--- config.mk ---
export PLATFORM = sky130hd
export DESIGN_NAME = bridge_output_control
export DESIGN_NICKNAME = d
export VERILOG_FILES = /design/src/bridge_ctrl_pkg.sv /design/src/bridge_output_control.sv
export SDC_FILE = /design/constraint.sdc
export NUM_CORES = 1
export LEC_CHECK = 0
export BUFFER_PORTS_ARGS = -buffer_cell sky130_fd_sc_hd__buf_2
export CAP_MARGIN = 5
export CELL_PAD_IN_SITES_DETAIL_PLACEMENT = 1
export CELL_PAD_IN_SITES_GLOBAL_PLACEMENT = 2
export CORE_MARGIN = 5
export CORE_UTILIZATION = 37
export DETAILED_ROUTE_END_ITERATION = 6
export PLACE_DENSITY = 0.84
export SETUP_SLACK_MARGIN = 0.02
export SLEW_MARGIN = 20
export SYNTH_ARGS = -nofsm -noshare
export SYNTH_HDL_FRONTEND = slang
export SYNTH_SLANG_ARGS = --single-unit
--- constraint.sdc ---
create_clock -name mclk_i -period 4.31 [get_ports mclk_i]
set_clock_uncertainty 0.05 [all_clocks]
set_input_delay 0.431 -clock mclk_i [delete_from_list [all_inputs] [get_ports mclk_i]]
set_output_delay 0.431 -clock mclk_i [all_outputs]
set_load 0.03 [all_outputs]
--- src/bridge_ctrl_pkg.sv ---
package bridge_ctrl_pkg;
  // Core clock rate and the timing figures of the current-limit loop and the standby open-load check.
  localparam int CLK_MHZ         = 10;
  localparam int BLANK_US        = 32;
  localparam int BLANK_HOT_US    = 256;
  localparam int BLANK_CYC       = BLANK_US * CLK_MHZ;
  localparam int BLANK_HOT_CYC   = BLANK_HOT_US * CLK_MHZ;
  localparam int OL_DISCHARGE_US = 16;
  localparam int OL_FILTER_US    = 32;
  localparam int OL_DISCHARGE_CYC = OL_DISCHARGE_US * CLK_MHZ;
  localparam int OL_FILTER_CYC   = OL_FILTER_US * CLK_MHZ;
  localparam int CNT_W           = 13;
  localparam int DECAY_MAX       = 4095;

  // Register bus layout.
  localparam int ADDR_W = 2;
  localparam int DATA_W = 16;
  localparam logic [1:0] ADDR_CTRL   = 2'h0;
  localparam logic [1:0] ADDR_STATUS = 2'h1;
  localparam logic [1:0] ADDR_CLEAR  = 2'h2;

  // Control register fields.
  localparam int CTRL_FULL   = 0;
  localparam int CTRL_SERIAL = 1;
  localparam int CTRL_FIRST_VIRTUAL_INPUT_BIT   = 2;
  localparam int CTRL_SECOND_VIRTUAL_INPUT_BIT   = 3;
  localparam int CTRL_DIS    = 4;
  localparam int CTRL_OL_EN  = 5;
  localparam int CTRL_SR_LO  = 6;
  localparam int CTRL_SR_HI  = 8;
  localparam int CTRL_IL_LO  = 9;
  localparam int CTRL_IL_HI  = 10;
  localparam logic [15:0] CTRL_RESET = 16'h0301;

  // Status register fields; bits 7..0 are sticky, write one to clear.
  localparam int ST_OT   = 0;
  localparam int ST_OC   = 1;
  localparam int ST_FIRST_OUTPUT_GROUND_SHORT = 2;
  localparam int ST_SECOND_OUTPUT_GROUND_SHORT = 3;
  localparam int ST_FIRST_OUTPUT_SUPPLY_SHORT = 4;
  localparam int ST_SECOND_OUTPUT_SUPPLY_SHORT = 5;
  localparam int ST_OV   = 6;
  localparam int ST_UV   = 7;
  localparam int ST_OTW  = 8;
  localparam int ST_OLS  = 9;
  localparam int ST_OLA  = 10;
  localparam int ST_OLB  = 11;
  localparam int FLAG_W  = 8;

  typedef enum logic [1:0] {LIM_IDLE, LIM_BLANK, LIM_DECAY, LIM_HOLD} lim_state_e;
  typedef enum logic [1:0] {OL_IDLE, OL_DISCHARGE, OL_PULLUP} ol_state_e;
endpackage

--- src/bridge_output_control.sv ---
module bridge_output_control (
  input  wire logic                                mclk_i,
  input  wire logic                                rst_i,
  input  wire logic [bridge_ctrl_pkg::ADDR_W-1:0]  addr_i,
  input  wire logic [bridge_ctrl_pkg::DATA_W-1:0]  wdata_i,
  input  wire logic                                wr_i,
  input  wire logic                                rd_i,
  output logic      [bridge_ctrl_pkg::DATA_W-1:0]  rdata_o,
  input  wire logic                                output_buffer_supply_i,
  input  wire logic                                first_control_pin_i,
  input  wire logic                                second_control_pin_i,
  input  wire logic                                active_low_enable_pin_n_i,
  input  wire logic                                output_disable_pin_i,
  input  wire logic                                standby_state_i,
  input  wire logic                                overtemperature_fault_i,
  input  wire logic                                die_temperature_warning_i,
  input  wire logic                                overvoltage_fault_i,
  input  wire logic                                undervoltage_fault_i,
  input  wire logic                                first_output_ground_short_i,
  input  wire logic                                second_output_ground_short_i,
  input  wire logic                                first_output_supply_short_i,
  input  wire logic                                second_output_supply_short_i,
  input  wire logic                                load_over_limit_i,
  input  wire logic                                overshoot_seen_i,
  input  wire logic                                first_output_high_i,
  output logic                                     high_side1_o,
  output logic                                     low_side1_o,
  output logic                                     high_side2_o,
  output logic                                     low_side2_o,
  output logic                                     open_load_pullup_o,
  output logic      [2:0]                          slew_rate_o,
  output logic                                     slew_bypass_o,
  output logic      [1:0]                          current_limit_sel_o
);
  import bridge_ctrl_pkg::*;

  localparam int SYNC_W = 17;
  // Both stages start at the idle pin levels: supply low, enable high, standby high.
  // A mismatch between them would fake a standby edge right after reset.
  localparam logic [SYNC_W-1:0] SYNC_RST = 17'h02800;

  logic [SYNC_W-1:0] raw;
  logic [SYNC_W-1:0] s1_q;
  logic [SYNC_W-1:0] s2_q;
  logic              output_buffer_supply, in1, in2, active_low_enable_pin_n, dis, standby_state, ot, die_temperature_warning, ov, uv;
  logic              first_output_ground_short, second_output_ground_short, first_output_supply_short, second_output_supply_short, over, osh, o1hi;
  logic [15:0]       ctrl_q;
  logic [FLAG_W-1:0] flags_q;
  logic [FLAG_W-1:0] flag_set;
  logic [FLAG_W-1:0] flag_clr;
  logic              ols_q, ola_q, win_q, seen_q, standby_state_q, ol_req_q;
  logic              pwm_eff_q, slew_bypass_q;
  logic [DATA_W-1:0] rdata_q;
  logic [3:0]        g_q;
  logic [3:0]        g_prev_q;
  logic [3:0]        g_d;
  logic              pull_q, pull_d;
  lim_state_e        lim_st;
  ol_state_e         ol_st;
  logic [CNT_W-1:0]  lim_cnt_q;
  logic [CNT_W-1:0]  ol_cnt_q;
  logic              full, ser, cmd_a, cmd_b, sc1, sc2, any_sc;
  logic              off_all, lim_start, lim_reset, ol_start, recirc, wr_ctrl;

  // Every pin and comparator comes from outside this clock, so two flops first.
  assign raw = {output_buffer_supply_i, first_control_pin_i, second_control_pin_i,
                active_low_enable_pin_n_i, output_disable_pin_i, standby_state_i,
                overtemperature_fault_i, die_temperature_warning_i, overvoltage_fault_i,
                undervoltage_fault_i, first_output_ground_short_i, second_output_ground_short_i,
                first_output_supply_short_i, second_output_supply_short_i, load_over_limit_i,
                overshoot_seen_i, first_output_high_i};
  assign {output_buffer_supply, in1, in2, active_low_enable_pin_n, dis, standby_state, ot, die_temperature_warning, ov, uv,
          first_output_ground_short, second_output_ground_short, first_output_supply_short, second_output_supply_short, over, osh, o1hi} = s2_q;

  always_ff @(posedge mclk_i or posedge rst_i) begin
    if (rst_i) begin
      s1_q <= SYNC_RST;
      s2_q <= SYNC_RST;
    end else begin
      s1_q <= raw;
      s2_q <= s1_q;
    end
  end

  // Command sources: pins in parallel mode, virtual bits in serial mode.
  assign full   = ctrl_q[CTRL_FULL];
  assign ser    = ctrl_q[CTRL_SERIAL];
  assign cmd_a  = ser ? ctrl_q[CTRL_FIRST_VIRTUAL_INPUT_BIT] : in1;
  assign cmd_b  = ser ? ctrl_q[CTRL_SECOND_VIRTUAL_INPUT_BIT] : in2;
  assign sc1    = flags_q[ST_FIRST_OUTPUT_GROUND_SHORT] | flags_q[ST_FIRST_OUTPUT_SUPPLY_SHORT];
  assign sc2    = flags_q[ST_SECOND_OUTPUT_GROUND_SHORT] | flags_q[ST_SECOND_OUTPUT_SUPPLY_SHORT];
  assign any_sc = sc1 | sc2;
  assign wr_ctrl = wr_i && addr_i == ADDR_CTRL;

  // Sources that switch the whole bridge off, highest rank first.
  assign off_all = !active_low_enable_pin_n || dis || uv || ctrl_q[CTRL_DIS] || flags_q[ST_OT]
                   || (full && any_sc);
  assign recirc  = full && (ov || lim_st == LIM_DECAY || lim_st == LIM_HOLD);
  assign lim_reset = !full || standby_state || off_all || !cmd_b;
  assign lim_start = full && lim_st == LIM_IDLE && pwm_eff_q && over;
  assign ol_start  = full && ((standby_state_q && !standby_state) || (standby_state && ol_req_q))
                     && ctrl_q[CTRL_OL_EN];

  // Control register write; the open-load request pulses on a low to high write.
  always_ff @(posedge mclk_i or posedge rst_i) begin
    if (rst_i) begin
      ctrl_q   <= CTRL_RESET;
      ol_req_q <= 1'b0;
    end else begin
      ol_req_q <= wr_ctrl && wdata_i[CTRL_OL_EN] && !ctrl_q[CTRL_OL_EN];
      if (wr_ctrl) begin
        ctrl_q <= {5'h00, wdata_i[10:0]};
      end
    end
  end

  // Sticky fault flags; a new event in the clearing cycle wins over the clear.
  assign flag_set = {uv, ov, second_output_supply_short, first_output_supply_short, second_output_ground_short, first_output_ground_short, lim_start, ot};
  assign flag_clr = (wr_i && addr_i == ADDR_CLEAR) ? wdata_i[FLAG_W-1:0] : '0;

  always_ff @(posedge mclk_i or posedge rst_i) begin
    if (rst_i) begin
      flags_q <= '0;
    end else begin
      flags_q <= (flags_q & ~flag_clr) | flag_set;
    end
  end

  // Slew and limit selections go straight to the analog drivers.
  always_ff @(posedge mclk_i or posedge rst_i) begin
    if (rst_i) begin
      slew_bypass_q <= 1'b0;
    end else begin
      slew_bypass_q <= ctrl_q[CTRL_SR_HI:CTRL_SR_LO] == 3'h0;
    end
  end
  assign slew_rate_o         = ctrl_q[CTRL_SR_HI:CTRL_SR_LO];
  assign slew_bypass_o       = slew_bypass_q;
  assign current_limit_sel_o = ctrl_q[CTRL_IL_HI:CTRL_IL_LO];

  // Effective PWM: off takes effect at once, on waits for current to fall.
  always_ff @(posedge mclk_i or posedge rst_i) begin
    if (rst_i) begin
      pwm_eff_q <= 1'b0;
    end else if (!cmd_b) begin
      pwm_eff_q <= 1'b0;
    end else if (!over) begin
      pwm_eff_q <= 1'b1;
    end
  end

  // Current-limit sequencer: blank, measure decay, hold for twice the decay.
  always_ff @(posedge mclk_i or posedge rst_i) begin
    if (rst_i) begin
      lim_st    <= LIM_IDLE;
      lim_cnt_q <= '0;
    end else if (lim_reset) begin
      lim_st    <= LIM_IDLE;
      lim_cnt_q <= '0;
    end else begin
      unique case (lim_st)
        LIM_IDLE: begin
          if (lim_start) begin
            lim_st    <= LIM_BLANK;
            // Length is taken once here so a warning change cannot stretch it.
            lim_cnt_q <= die_temperature_warning ? CNT_W'(BLANK_HOT_CYC - 1) : CNT_W'(BLANK_CYC - 1);
          end
        end
        LIM_BLANK: begin
          if (lim_cnt_q == '0) begin
            lim_st <= LIM_DECAY;
          end else begin
            lim_cnt_q <= lim_cnt_q - 1'b1;
          end
        end
        LIM_DECAY: begin
          if (!over) begin
            lim_st    <= LIM_HOLD;
            lim_cnt_q <= {lim_cnt_q[CNT_W-2:0], 1'b0};
          end else if (lim_cnt_q != CNT_W'(DECAY_MAX)) begin
            lim_cnt_q <= lim_cnt_q + 1'b1;
          end
        end
        LIM_HOLD: begin
          if (lim_cnt_q <= CNT_W'(1)) begin
            lim_st <= LIM_IDLE;
          end else begin
            lim_cnt_q <= lim_cnt_q - 1'b1;
          end
        end
      endcase
    end
  end

  // Standby open-load check; any disabling fault aborts it.
  always_ff @(posedge mclk_i or posedge rst_i) begin
    if (rst_i) begin
      ol_st    <= OL_IDLE;
      ol_cnt_q <= '0;
      ols_q    <= 1'b0;
      standby_state_q   <= 1'b1;
    end else begin
      standby_state_q <= standby_state;
      if (wr_i && addr_i == ADDR_CLEAR && wdata_i[ST_OLS]) begin
        ols_q <= 1'b0;
      end
      if (off_all || !full) begin
        ol_st <= OL_IDLE;
      end else begin
        unique case (ol_st)
          OL_IDLE: begin
            if (ol_start) begin
              ol_st    <= OL_DISCHARGE;
              ol_cnt_q <= CNT_W'(OL_DISCHARGE_CYC - 1);
            end
          end
          OL_DISCHARGE: begin
            if (ol_cnt_q == '0) begin
              ol_st    <= OL_PULLUP;
              ol_cnt_q <= CNT_W'(OL_FILTER_CYC - 1);
            end else begin
              ol_cnt_q <= ol_cnt_q - 1'b1;
            end
          end
          OL_PULLUP: begin
            if (ol_cnt_q == '0) begin
              ol_st <= OL_IDLE;
              if (o1hi) begin
                ols_q <= 1'b1;
              end
            end else begin
              ol_cnt_q <= ol_cnt_q - 1'b1;
            end
          end
        endcase
      end
    end
  end

  // Gate drive selection; gate order is {hs1, ls1, hs2, ls2}.
  always_comb begin
    g_d    = 4'h0;
    pull_d = 1'b0;
    if (off_all) begin
      g_d = 4'h0;
    end else if (ol_st == OL_DISCHARGE) begin
      g_d = 4'h5;
    end else if (ol_st == OL_PULLUP) begin
      g_d    = 4'h1;
      pull_d = 1'b1;
    end else if (standby_state) begin
      g_d = 4'h0;
    end else if (full) begin
      if (recirc) begin
        g_d = 4'ha;
      end else if (!pwm_eff_q) begin
        g_d = 4'h5;
      end else begin
        g_d = cmd_a ? 4'h9 : 4'h6;
      end
    end else begin
      // Each half-bridge follows its own input and its own short flag.
      g_d[3:2] = sc1 ? 2'b00 : (cmd_a ? 2'b10 : 2'b01);
      g_d[1:0] = sc2 ? 2'b00 : (cmd_b ? 2'b10 : 2'b01);
    end
  end

  always_ff @(posedge mclk_i or posedge rst_i) begin
    if (rst_i) begin
      g_q      <= 4'h0;
      g_prev_q <= 4'h0;
      pull_q   <= 1'b0;
    end else begin
      g_q      <= g_d;
      g_prev_q <= g_q;
      pull_q   <= pull_d;
    end
  end
  assign {high_side1_o, low_side1_o, high_side2_o, low_side2_o} = g_q;
  assign open_load_pullup_o = pull_q;

  // Active open load: a window runs from a low side going off to one coming on.
  always_ff @(posedge mclk_i or posedge rst_i) begin
    if (rst_i) begin
      win_q  <= 1'b0;
      seen_q <= 1'b0;
      ola_q  <= 1'b0;
    end else if (!full || standby_state) begin
      win_q  <= 1'b0;
      seen_q <= 1'b0;
      ola_q  <= 1'b0;
    end else if (win_q && ((g_q[2] && !g_prev_q[2]) || (g_q[0] && !g_prev_q[0]))) begin
      win_q <= 1'b0;
      ola_q <= !(seen_q || osh);
    end else if ((!g_q[2] && g_prev_q[2]) || (!g_q[0] && g_prev_q[0])) begin
      win_q  <= 1'b1;
      seen_q <= osh;
    end else if (win_q && osh) begin
      seen_q <= 1'b1;
    end
  end

  // Read port; a dead output supply forces an all-zero word.
  always_ff @(posedge mclk_i or posedge rst_i) begin
    if (rst_i) begin
      rdata_q <= '0;
    end else if (!rd_i || !output_buffer_supply) begin
      rdata_q <= '0;
    end else begin
      unique case (addr_i)
        ADDR_CTRL:   rdata_q <= ctrl_q;
        ADDR_STATUS: rdata_q <= {4'h0, ol_st != OL_IDLE, ola_q, ols_q, die_temperature_warning, flags_q};
        default:     rdata_q <= '0;
      endcase
    end
  end
  assign rdata_o = rdata_q;
endmodule // bridge_output_control

Yosys cells after proc, flatten, opt, wreduce, memory -nomap -nowiden
Index checks and enable logic that the tools add are counted.
{"block": "word_totals", "out_inout_bits": 27, "reg_bits": 115, "latchBits": 0, "mem_bits_rw": 0, "input_bits": 39, "rom_bits": 0, "wordCells": 175, "memories": 0}
{"block": "classes", "n_lt_le_gt_ge": 1, "div": 0, "reduce_logical": 63, "shift": 0, "n_eq_ne": 22, "muxes": 59, "mul": 0, "n_bitwise": 7, "addsub": 3}
{"op": "$mux 13", "n": 9}
{"op": "$pmux 13 s4", "n": 1}
{"op": "$pmux 13 s3", "n": 1}
{"op": "$mux 4", "n": 8}
{"op": "$logic_not 13->1", "n": 2}
{"op": "$mux 2", "n": 13}
{"op": "$sub 13x1->13 const B", "n": 2}
{"op": "$mux 12", "n": 2}
{"op": "$ne 3x3->1 const B", "n": 8}
{"op": "$pmux 12 s2", "n": 1}
{"op": "$mux 1", "n": 21}
{"op": "$logic_and 1x1->1", "n": 20}
{"op": "$logic_or 1x1->1", "n": 16}
{"op": "$add 13x1->13 const B", "n": 1}
{"op": "$le 13x1->1 const B", "n": 1}
{"op": "$ne 13x12->1 const B", "n": 1}
{"op": "$logic_not 1->1", "n": 12}
{"op": "$and 8x8->8", "n": 1}
{"op": "$eq 2x2->1 const B", "n": 4}
{"op": "$mux 8", "n": 1}
{"op": "$ne 2x2->1 const B", "n": 4}
{"op": "$not 8->8", "n": 1}
{"op": "$or 8x8->8", "n": 1}
{"op": "$pmux 2 s4", "n": 1}
{"op": "other kinds (13)", "n": 23}

Logic depth before layout (Yosys ltp)
Gate-level depths: netlist (run 1).
{"block": "depth", "word_depth": 10, "ltp_mapped": 10, "ltp_nobuf": 8}

Least setup slack after synthesis (run 1)
No wires, ideal clock.
{"block": "synth_path", "path_type": "register to register", "from": "reg flags_q[5]", "to": "reg ol_cnt_q[9]", "path_buffers": 1, "path_stages_with_launch": 8, "setup_slack_ns": 1.704, "period_less_slack_ns": 2.606, "arrival_ns": 2.435, "cell_sequence": "dfrtp_1 -> or4_4 -> or4b_1 -> buf_2 -> a211o_4 -> or3_1 -> xor2_1 -> nor2_1"}
{"block": "synth_via", "elab_chain_len": 7}
{"item": "from (decl)", "line_no": "bridge_output_control.sv:48", "rtl": "logic [FLAG_W-1:0] flags_q;"}
{"item": "from (signal assigned)", "line_no": "bridge_output_control.sv:125", "rtl": "flags_q <= (flags_q & ~flag_clr) | flag_set;"}
{"item": "$or 1x1->1", "line_no": "bridge_output_control.sv:91", "rtl": "assign sc2 = flags_q[ST_SECOND_OUTPUT_GROUND_SHORT] | flags_q[ST_SECOND_OUTPUT_SUPPLY_SHORT];"}
{"item": "$or 1x1->1", "line_no": "bridge_output_control.sv:92", "rtl": "assign any_sc = sc1 | sc2;"}
{"item": "$logic_and 1x1->1", "line_no": "bridge_output_control.sv:97", "rtl": "|| (full && any_sc);"}
{"item": "$logic_or 1x1->1", "line_no": "bridge_output_control.sv:97"}
{"item": "$logic_or 1x1->1", "line_no": "bridge_output_control.sv:207", "rtl": "if (off_all || !full) begin"}
{"item": "$not 1->1 (no source line)"}
{"item": "$reduce_and 3->1 (no source line)"}
{"item": "to (signal assigned)", "line_no": "bridge_output_control.sv:214", "rtl": "ol_cnt_q <= CNT_W'(OL_DISCHARGE_CYC - 1);"}
{"item": "to (signal assigned)", "line_no": "bridge_output_control.sv:220", "rtl": "ol_cnt_q <= CNT_W'(OL_FILTER_CYC - 1);"}
{"item": "to (signal assigned)", "line_no": "bridge_output_control.sv:222", "rtl": "ol_cnt_q <= ol_cnt_q - 1'b1;"}
{"item": "to (decl)", "line_no": "bridge_output_control.sv:61", "rtl": "logic [CNT_W-1:0] ol_cnt_q;"}
Every way passes these cells.
A chain may end at the register's enable or synchronous reset.

Worst setup path after layout (run 1)
{"block": "layout_path", "from": "reg lim_st[0]", "to": "reg lim_cnt_q[11]"}
{"block": "layout_via", "elab_chain_len": 6}
{"item": "from (decl)", "line_no": "bridge_output_control.sv:58", "rtl": "lim_state_e lim_st;"}
{"item": "from (signal assigned)", "line_no": "bridge_output_control.sv:155", "rtl": "lim_st <= LIM_IDLE;"}
{"item": "from (signal assigned)", "line_no": "bridge_output_control.sv:158", "rtl": "lim_st <= LIM_IDLE;"}
{"item": "from (signal assigned)", "line_no": "bridge_output_control.sv:164", "rtl": "lim_st <= LIM_BLANK;"}
{"item": "$logic_not 2->1", "line_no": "bridge_output_control.sv:100, bridge_output_control.sv:161"}
{"item": "$logic_and 1x1->1 (3 in a row)", "line_no": "bridge_output_control.sv:100", "rtl": "assign lim_start = full && lim_st == LIM_IDLE && pwm_eff_q && over;"}
{"item": "$ne 3x3->1 (no source line)"}
{"item": "$reduce_and 4->1 (no source line)"}
{"item": "to (signal assigned)", "line_no": "bridge_output_control.sv:166", "rtl": "lim_cnt_q <= die_temperature_warning ? CNT_W'(BLANK_HOT_CYC - 1) : CNT_W'(BLANK_CYC - 1);"}
{"item": "to (signal assigned)", "line_no": "bridge_output_control.sv:173", "rtl": "lim_cnt_q <= lim_cnt_q - 1'b1;"}
{"item": "to (signal assigned)", "line_no": "bridge_output_control.sv:179", "rtl": "lim_cnt_q <= {lim_cnt_q[CNT_W-2:0], 1'b0};"}
{"item": "to (decl)", "line_no": "bridge_output_control.sv:60", "rtl": "logic [CNT_W-1:0] lim_cnt_q;"}
Parallel ways exist; a longest one is shown, timed or not.

==> results of run 1 <==
## power groups by stage
stage | registers [mW] | clock network, mW | logic [mW]
6_report | 1.13 | 0.905 | 0.192
5_1_grt | 1.13 | 0.971 | 0.210
4_1_cts | 1.13 | 0.934 | 0.195
3_5_place_dp | 1.15 | 0 | 0.194
3_3_place_gp | 1.14 | 0 | 0.188
2_1_floorplan | 1.14 | 0 | 0.135
## flip-flops by register name, summed over array words and instances, names as in the netlist, 2 cells and up
| name | cells |
|---|---|
| g_q | 4 |
| s2_q | 17 |
| s1_q | 17 |
| ol_st | 2 |
| g_prev_q | 2 |
| ol_cnt_q | 13 |
| lim_st | 2 |
| ctrl_q | 11 |
| lim_cnt_q | 13 |
| flags_q | 8 |
| rdata_o | 12 |
## layout make-up
type,count,share of cell area
clock inverters,6,0.0156
clock buffers,10,0.0382
inverters,23,0.0148
well taps,180,0.0375
flip-flops and latches,110,0.460
multi-input cells,349,0.376
repair buffers,65,0.0580
## metal layers
metal | global-route usage | part of all wire | wire [um] | vias up
met5 | 0 | 0 | 0 | -
met4 | 0.0710 | 0.021 | 289 | 0
met3 | 0.0297 | 0.037 | 512 | 21
met2 | 0.291 | 0.49 | 6750 | 85
met1 | 0.227 | 0.45 | 6280 | 2085
li1 | - | - | - | 1892
## critical path: cells and delay by family (launching register included)
family / cells / cell delay [ns]
simple gates: 4 / 1.00
fa+ha+maj: 1 / 0.63
flops: 1 / 0.41
buf+inv: 2 / 0.39
compound gates: 2 / 0.32
## through the flow
stage	hold WS, ns	setup slack (ns)	instances
2_1_floorplan	0.281	0.940	520
3_3_place_gp	0.283	1.45	727
3_5_place_dp	0.286	1.43	727
4_1_cts	0.101	1.42	743
5_1_grt	0.102	1.16	743
6_report	0.118	1.39	743
## layout by cell type (no fill, tap or decap), types with 9 or more instances in the layout
cell	count
a21oi_1	26
ha_1	15
mux2_2	12
buf_2	56
nor3_1	17
buf_4	9
nor2_1	51
nand2_1	39
dfrtp_1	102
nand3_1	15
mux2i_1	14
o21ai_0	28
xnor2_1	9
clkbuf_16	9
inv_1	22
## worst paths after layout
| kind | endpoint | slack (ns) | cells past startpoint |
|---|---|---|---|
| max in group asynchronous | rdata_o[1]$_DFF_PP0_ | 3.31 | 3 |
| hold reg to reg | s2_q[6]$_DFF_PP0_ | 0.30 | 0 |
| hold / removal | s1_q[11]$_DFF_PP1_ | 0.12 | 1 |
| setup reg to reg | lim_cnt_q[11]$_DFFE_PP0P_ | 1.39 | 9 |
| min in group asynchronous | ol_cnt_q[7]$_DFFE_PP0P_ | 0.16 | 3 |
| setup / recovery | lim_cnt_q[11]$_DFFE_PP0P_ | 1.39 | 9 |
## kinds of logic (layout without fill, tap and decap cells)
kind of cell	Yosys count	count (layout)	share of synthesized area
adders and majority gates	15	15	0.0356
other	1	4	0.000712
and+or+nand+nor	172	172	0.162
buffers and inverters	61	104	0.0504
muxes	26	26	0.0523
AOI/OAI and AO/OA	116	116	0.148
DFF	110	110	0.525
xor gates and xnor gates	16	16	0.0266
==> impl_metrics.json, run 1 <==
{
  "pin_count": 66,
  "yosysMostFrequentCell": "dfrtp_1",
  "core_um2": 13900,
  "synth.top_cell.area_share": 0.485,
  "critical_path_required_ns": 4.49,
  "hpwl_mm": 9.73,
  "post-cts-setup-buffer-count": 0,
  "startpoint_type": "flip-flop",
  "yosys-top-cells-count": "102 x dfrtp_1, 51 x nor2_1, 39 x nand2_1",
  "peakVddDrop_mv": 0.371,
  "r2r-start": "lim_st[0]$_DFFE_PP0P_",
  "drt_first_pass_iters": 4,
  "report.final.slew_viol_count": 0,
  "startpoint": "lim_st[0]$_DFFE_PP0P_",
  "ant_nets": 0,
  "syn_inst": 517,
  "yosys.area.top_type": "dfrtp_1",
  "wirelength_mm": 13.8,
  "cts_root_buf": "clkbuf_16",
  "design_area_um2": 6000,
  "combPwrFrac": 0.086,
  "async_flop_share": 1.00,
  "die_w_um": 129,
  "ys_warn_count": 0,
  "p_leak_nw": 2.66,
  "pwr-share-seq": 0.507,
  "cp_max_fo": 16,
  "drt_iter0_markers": 118,
  "setup_viol": 0,
  "post_drt_wl_per_cell_um": 18.6,
  "p_switching_uw": 553,
  "cts_tree": "yes",
  "slowest_delay_ns": 0.63,
  "switching_share": 0.249,
  "avgSynthCellArea_um2": 10.2,
  "drive_above_1_share": 0.192,
  "cts_resized": 0,
  "n_fill_cell": 1554,
  "regArea_um2": 2760,
  "ys_top_cells_by_area": "dfrtp_1 48%, dfstp_2 4.0%, nor2_1 3.6%, ha_1 3.6%, nand2_1 2.8%",
  "gp_congestion": 0.799,
  "grt_pass1_vias": 4418,
  "multi_input_area_um2": 2250,
  "final.setup.tns_ns": 0,
  "hp-start": "standby_state_i",
  "cts_sinks": 110,
  "drcViolationCount": 0,
  "clk_pin_slew_ns": 0.08,
  "power_mw": 2.22,
  "cts.path.max_buffers": 2,
  "diodes": 0,
  "ys_ff_latch": 110,
  "yosysSeqAreaShare": 0.525,
  "synth_flop_cell": "dfrtp_1",
  "fp-row-count": 43,
  "fin_util": 0.431,
  "p_int_mw": 1.67,
  "syn-cell-area_um2": 5270,
  "overflow": 0,
  "die-area_um2": 16700,
  "crit_chain": "inv_1, ha_1, nand2_1, or3_1, o221ai_1, buf_4, nor2b_1, nand2b_1, o21ai_0",
  "numCtsBuffers": 9,
  "power.density_nw_per_um2": 371,
  "slowest_stage": "ha_1",
  "port_buffers": 56,
  "grt_pass1_wl_mm": 22.9,
  "track_usage": 0.175,
  "synth_edf_count": 0,
  "max_freq_ghz": 0.342,
  "htreeDepth": 3,
  "hold_violations": 0,
  "power_frac_clock": 0.407,
  "grt_max_degree": 71,
  "hold_path_class": "in -> reg",
  "dpl_cell_area_um2": 5680,
  "crit_type": "reg -> reg",
  "via_per_inst": 5.50,
  "finalCritPeriodShare": 0.678,
  "syn_to_final_growth_pct": 14.0,
  "fin_crit_ns": 2.92,
  "start_util": 0.378,
  "antenna_found_initial": 0,
  "num_vias": 4083,
  "hold_buffers": 0,
  "drv_cap": 0,
  "arrival_ns": 3.11,
  "critPathCaptureType": "flip-flop",
  "fp.dieH_um": 129,
  "tightest_slew_ns": 0.904,
  "rsz0062_at_grt": "no",
  "relSlewSlack": 0.397,
  "synth.distinct_cells": 60,
  "final_net_count": 612,
  "clock_latency_ns": 0.36,
  "status": "finished, final reports clean"
}
Note: power is estimated with default switching activity, not from simulation.
==> inputs of run 2 (changes only) <==
clock period = 2.7 ns   (was 4.31 ns; I/O delays follow)
==> impl_metrics.json, run 2 (synthesis gave the netlist of run 1 again) <==
{
  "hpwl_mm": 10.2,
  "cts_root_buf": "clkbuf_16",
  "report.final.slew_viol_count": 0,
  "max_freq_ghz": 0.384,
  "syn_to_final_growth_pct": 19.3,
  "design_area_um2": 6280,
  "grt_max_degree": 56,
  "fin_crit_ns": 2.60,
  "min_path_cells": 2,
  "hold_violations": 0,
  "critical_path_required_ns": 2.88,
  "die_w_um": 129,
  "dpl_cell_area_um2": 5790,
  "critPathCaptureType": "flip-flop",
  "htreeDepth": 3,
  "layout_common_cells": "102 x dfrtp_1, 56 x buf_2, 51 x nor2_1",
  "peakVddDrop_mv": 0.376,
  "final.setup.tns_ns": 0,
  "port_buffers": 56,
  "cts.path.max_buffers": 2,
  "via_per_inst": 5.39,
  "rsz0062_at_grt": "yes",
  "clk_pin_slew_ns": 0.07,
  "fp.dieH_um": 129,
  "crit_type": "reg -> reg",
  "numCtsBuffers": 9,
  "cp_max_fo": 5,
  "p_leak_nw": 2.79,
  "fp-row-count": 43,
  "core_um2": 13900,
  "power_mw": 3.38,
  "final_net_count": 646,
  "setup_viol": 0,
  "largestRegisters": "s1_q: 17 flops, s2_q: 17 flops",
  "drcViolationCount": 0,
  "relSlewSlack": 0.518,
  "die-area_um2": 16700,
  "arrival_ns": 2.78,
  "finalCritPeriodShare": 0.963,
  "hold_path_class": "in -> reg",
  "ant_nets": 0,
  "grt_pass1_vias": 4404,
  "power.density_nw_per_um2": 538,
  "drv_cap": 0,
  "tightest_slew_ns": 0.721,
  "start_util": 0.378,
  "wirelength_mm": 14.1,
  "reg2regPathDepth": 7,
  "num_vias": 4187,
  "cts_sinks": 110,
  "gp_congestion": 0.844,
  "status": "finished, final reports clean",
  "diodes": 0,
  "antenna_found_initial": 0,
  "clock_latency_ns": 0.35,
  "drt_first_pass_iters": 4,
  "drive_above_1_share": 0.209,
  "grt_pass1_wl_mm": 23.3,
  "drt_iter0_markers": 242,
  "post_drt_wl_per_cell_um": 18.1,
  "pin_count": 66,
  "fin_util": 0.451,
  "overflow": 0,
  "n_fill_cell": 1547,
  "cts_tree": "yes",
  "startpoint_type": "flip-flop",
  "track_usage": 0.177,
  "mostFrequentLayoutCell": "dfrtp_1",
  "whs_ns": 0.104
}
run 2: cell type report:
type / instances / area [um^2] / area share
tap: 180 / 225 / 0.0359
timing repair buffer: 99 / 664 / 0.106
clock buffer: 12 / 236 / 0.0376
clock inverter: 4 / 33.8 / 0.00538
multi-input combinational: 349 / 2270 / 0.361
sequential: 110 / 2760 / 0.440
inverter: 23 / 90.1 / 0.0143
run 2: worst max-delay path, stage by stage, from the launching register on:
cell and delay (ns):
dfrtp_1 0.38, or4_4 0.54, or4b_4 0.55, buf_4 0.18, a211oi_2 0.23, clkdlybuf4s15_2 0.30
o211ai_1 0.10, a21boi_0 0.15
run 2: report_power, final:
| part | switching [mW] | internal [mW] | total (mW) |
|---|---|---|---|
| registers | 0.0617 | 1.74 | 1.80 |
| clock network | 0.614 | 0.635 | 1.25 |
| logic | 0.200 | 0.133 | 0.333 |
run 2: per-layer routing:
metal	global-route usage	routed length, um	vias up
li1	-	-	1954
met1	0.245	6600	2149
met5	0	0	-
met2	0.288	6780	68
met3	0.0272	479	16
met4	0.0562	220	0
run 2: worst paths after layout:
check                                startpoint                      end  slack [ns]
setup reg to reg           flags_q[5]$_DFF_PP0_  ol_cnt_q[0]$_DFFE_PP0P_         0.1
hold / removal                      wdata_i[10]   ctrl_q[10]$_DFFE_PP0P_        0.10
min in group asynchronous                 rst_i        s2_q[1]$_DFF_PP0_        0.53
setup / recovery           flags_q[5]$_DFF_PP0_  ol_cnt_q[0]$_DFFE_PP0P_         0.1
hold reg to reg               s1_q[2]$_DFF_PP0_        s2_q[2]$_DFF_PP0_        0.30
max in group asynchronous                 rst_i       s2_q[11]$_DFF_PP1_        1.32
run 2: what timing repair did:
| action | CTS | global route |
|---|---|---|
| hold buffers | 18 | 0 |
| resized for setup | 0 | 3 |
| buffers inserted | 0 | 2 |
| endpoints found under the setup margin | 0 | 4 |
| endpoints found under the hold margin | 31 | 0 |
run 2: stage by stage:
stage               instances  worst slack [ns]
floorplan                 520            0.0936
global placement          740             0.119
detailed placement        740            0.0696
CTS                       774            0.0563
global route              777            0.0246
finish                    777            0.0986
==> inputs of run 3 (changes only) <==
REMOVE_ABC_BUFFERS = 1   (was not set)
SLEW_MARGIN = 15   (was 20)
==> impl_metrics.json, run 3 (synthesis gave the netlist of run 1 again) <==
{
  "power_mw": 3.57,
  "cts.path.max_buffers": 2,
  "p_leak_nw": 2.82,
  "power.density_nw_per_um2": 565,
  "track_usage": 0.178,
  "gp_congestion": 0.833,
  "port_buffers": 56,
  "cts_sinks": 110,
  "rsz0062_at_grt": "no",
  "status": "finished, final reports clean",
  "hold_violations": 0,
  "fp-row-count": 43,
  "startpoint_type": "flip-flop",
  "syn_to_final_growth_pct": 20.1,
  "ant_nets": 0,
  "fin_util": 0.454,
  "mostFrequentLayoutCell": "dfrtp_1",
  "num_vias": 4194,
  "diodes": 0,
  "die_w_um": 129,
  "grt_max_degree": 54,
  "htreeDepth": 3,
  "grt_pass1_vias": 4555,
  "slowest_stage": "or4_4",
  "hpwl_mm": 9.62,
  "slowest_delay_ns": 0.55,
  "final_net_count": 646,
  "fp.dieH_um": 129,
  "max_freq_ghz": 0.384,
  "setup_viol": 0,
  "clk_pin_slew_ns": 0.08,
  "crit_chain": "or4_4, or4b_4, a211o_4, or3_1, xor2_1, nor2_1",
  "drt_first_pass_iters": 4,
  "tightest_slew_ns": 0.624,
  "numCtsBuffers": 9,
  "use_met2": 0.307,
  "hold_path_class": "in -> reg",
  "drive_above_1_share": 0.213,
  "top_usage_layer": "met2",
  "report.final.slew_viol_count": 0,
  "use_met1": 0.227,
  "fin_crit_ns": 2.61,
  "clock_latency_ns": 0.37,
  "layout_common_cells": "102 x dfrtp_1, 57 x buf_2, 51 x nor2_1",
  "n_fill_cell": 1542,
  "grt_use_met3": 0.0346,
  "relSlewSlack": 0.582,
  "finalCritPeriodShare": 0.966,
  "cts_tree": "yes",
  "peakVddDrop_mv": 0.570,
  "drt_iter0_markers": 196,
  "critical_path_required_ns": 2.90,
  "largestRegisters": "s1_q: 17 flops, s2_q: 17 flops",
  "post_drt_wl_per_cell_um": 17.8,
  "antenna_found_initial": 0,
  "core_um2": 13900,
  "crit_type": "reg -> reg",
  "overflow": 0,
  "wirelength_mm": 13.8,
  "cp_max_fo": 8,
  "final.setup.tns_ns": 0,
  "drcViolationCount": 0,
  "die-area_um2": 16700,
  "start_util": 0.378,
  "drv_cap": 0,
  "arrival_ns": 2.81,
  "grt_pass1_wl_mm": 23.5,
  "cts_root_buf": "clkbuf_16",
  "pin_count": 66,
  "critPathCaptureType": "flip-flop",
  "via_per_inst": 5.40
}
[run 3: layout make-up]
class / count / area (um^2) / area share
sequential: 110 / 2760 / 0.437
multi-input combinational: 349 / 2260 / 0.358
timing repair buffer: 99 / 658 / 0.104
clock buffer: 9 / 225 / 0.0356
tap: 180 / 225 / 0.0356
clock inverter: 7 / 103 / 0.0162
inverter: 23 / 88.8 / 0.0140
[run 3: timing repair]
item                                    4_1_cts  5_1_grt
hold buffers                                 18        0
setup buffers                                 0        2
endpoints found under the hold margin        55        0
endpoints found under the setup margin        0        8
resized for setup                             0        3
[run 3: per-layer routing]
layer	vias up	share of wire
li1	1969	-
met3	13	0.041
met5	-	0
met2	78	0.50
met1	2134	0.44
met4	0	0.013
[run 3: power by group]
part	total [mW]	internal (mW)	switching, mW
Sequential	1.79	1.74	0.0571
Combinational	0.340	0.135	0.205
Clock	1.44	0.754	0.685
Total	3.57	2.62	0.947
[run 3: path summary, 6_finish.rpt]
| path | depth (start not counted) | slack [ns] | startpoint | to |
|---|---|---|---|---|
| setup / recovery | 6 | 0.09 | flags_q[5]$_DFF_PP0_ | ol_cnt_q[9]$_DFFE_PP0P_ |
| hold / removal | 3 | 0.09 | wdata_i[0] | ctrl_q[0]$_DFFE_PP1P_ |
| setup reg to reg | 6 | 0.09 | flags_q[5]$_DFF_PP0_ | ol_cnt_q[9]$_DFFE_PP0P_ |
| hold reg to reg | 0 | 0.30 | s1_q[2]$_DFF_PP0_ | s2_q[2]$_DFF_PP0_ |
| max in group asynchronous | 4 | 1.39 | rst_i | ctrl_q[9]$_DFFE_PP1P_ |
| min in group asynchronous | 3 | 0.48 | rst_i | lim_cnt_q[7]$_DFFE_PP0P_ |
[run 3: metrics by stage]
| stage | setup WS [ns] | area (um^2) | hold WS [ns] | instances |
|---|---|---|---|---|
| final | 0.0930 | 6320 | 0.0934 | 777 |
| after global routing | 0.0300 | 6320 | 0.0853 | 777 |
| after CTS | 0.0248 | 6300 | 0.0843 | 774 |
| after detailed placement | 0.0572 | 5790 | 0.286 | 740 |
| after global placement | 0.0953 | 5790 | 0.281 | 740 |
| after floorplan | -0.509 | 5100 | 0.224 | 482 |
[run 3: worst max-delay path: cells and delay by family (launching register included)]
family | cells | cell delay [ns]
AO/OA/AOI/OAI | 1 | 0.37
XOR/XNOR | 1 | 0.15
flip-flops | 1 | 0.39
AND/OR/NAND/NOR | 4 | 1.54
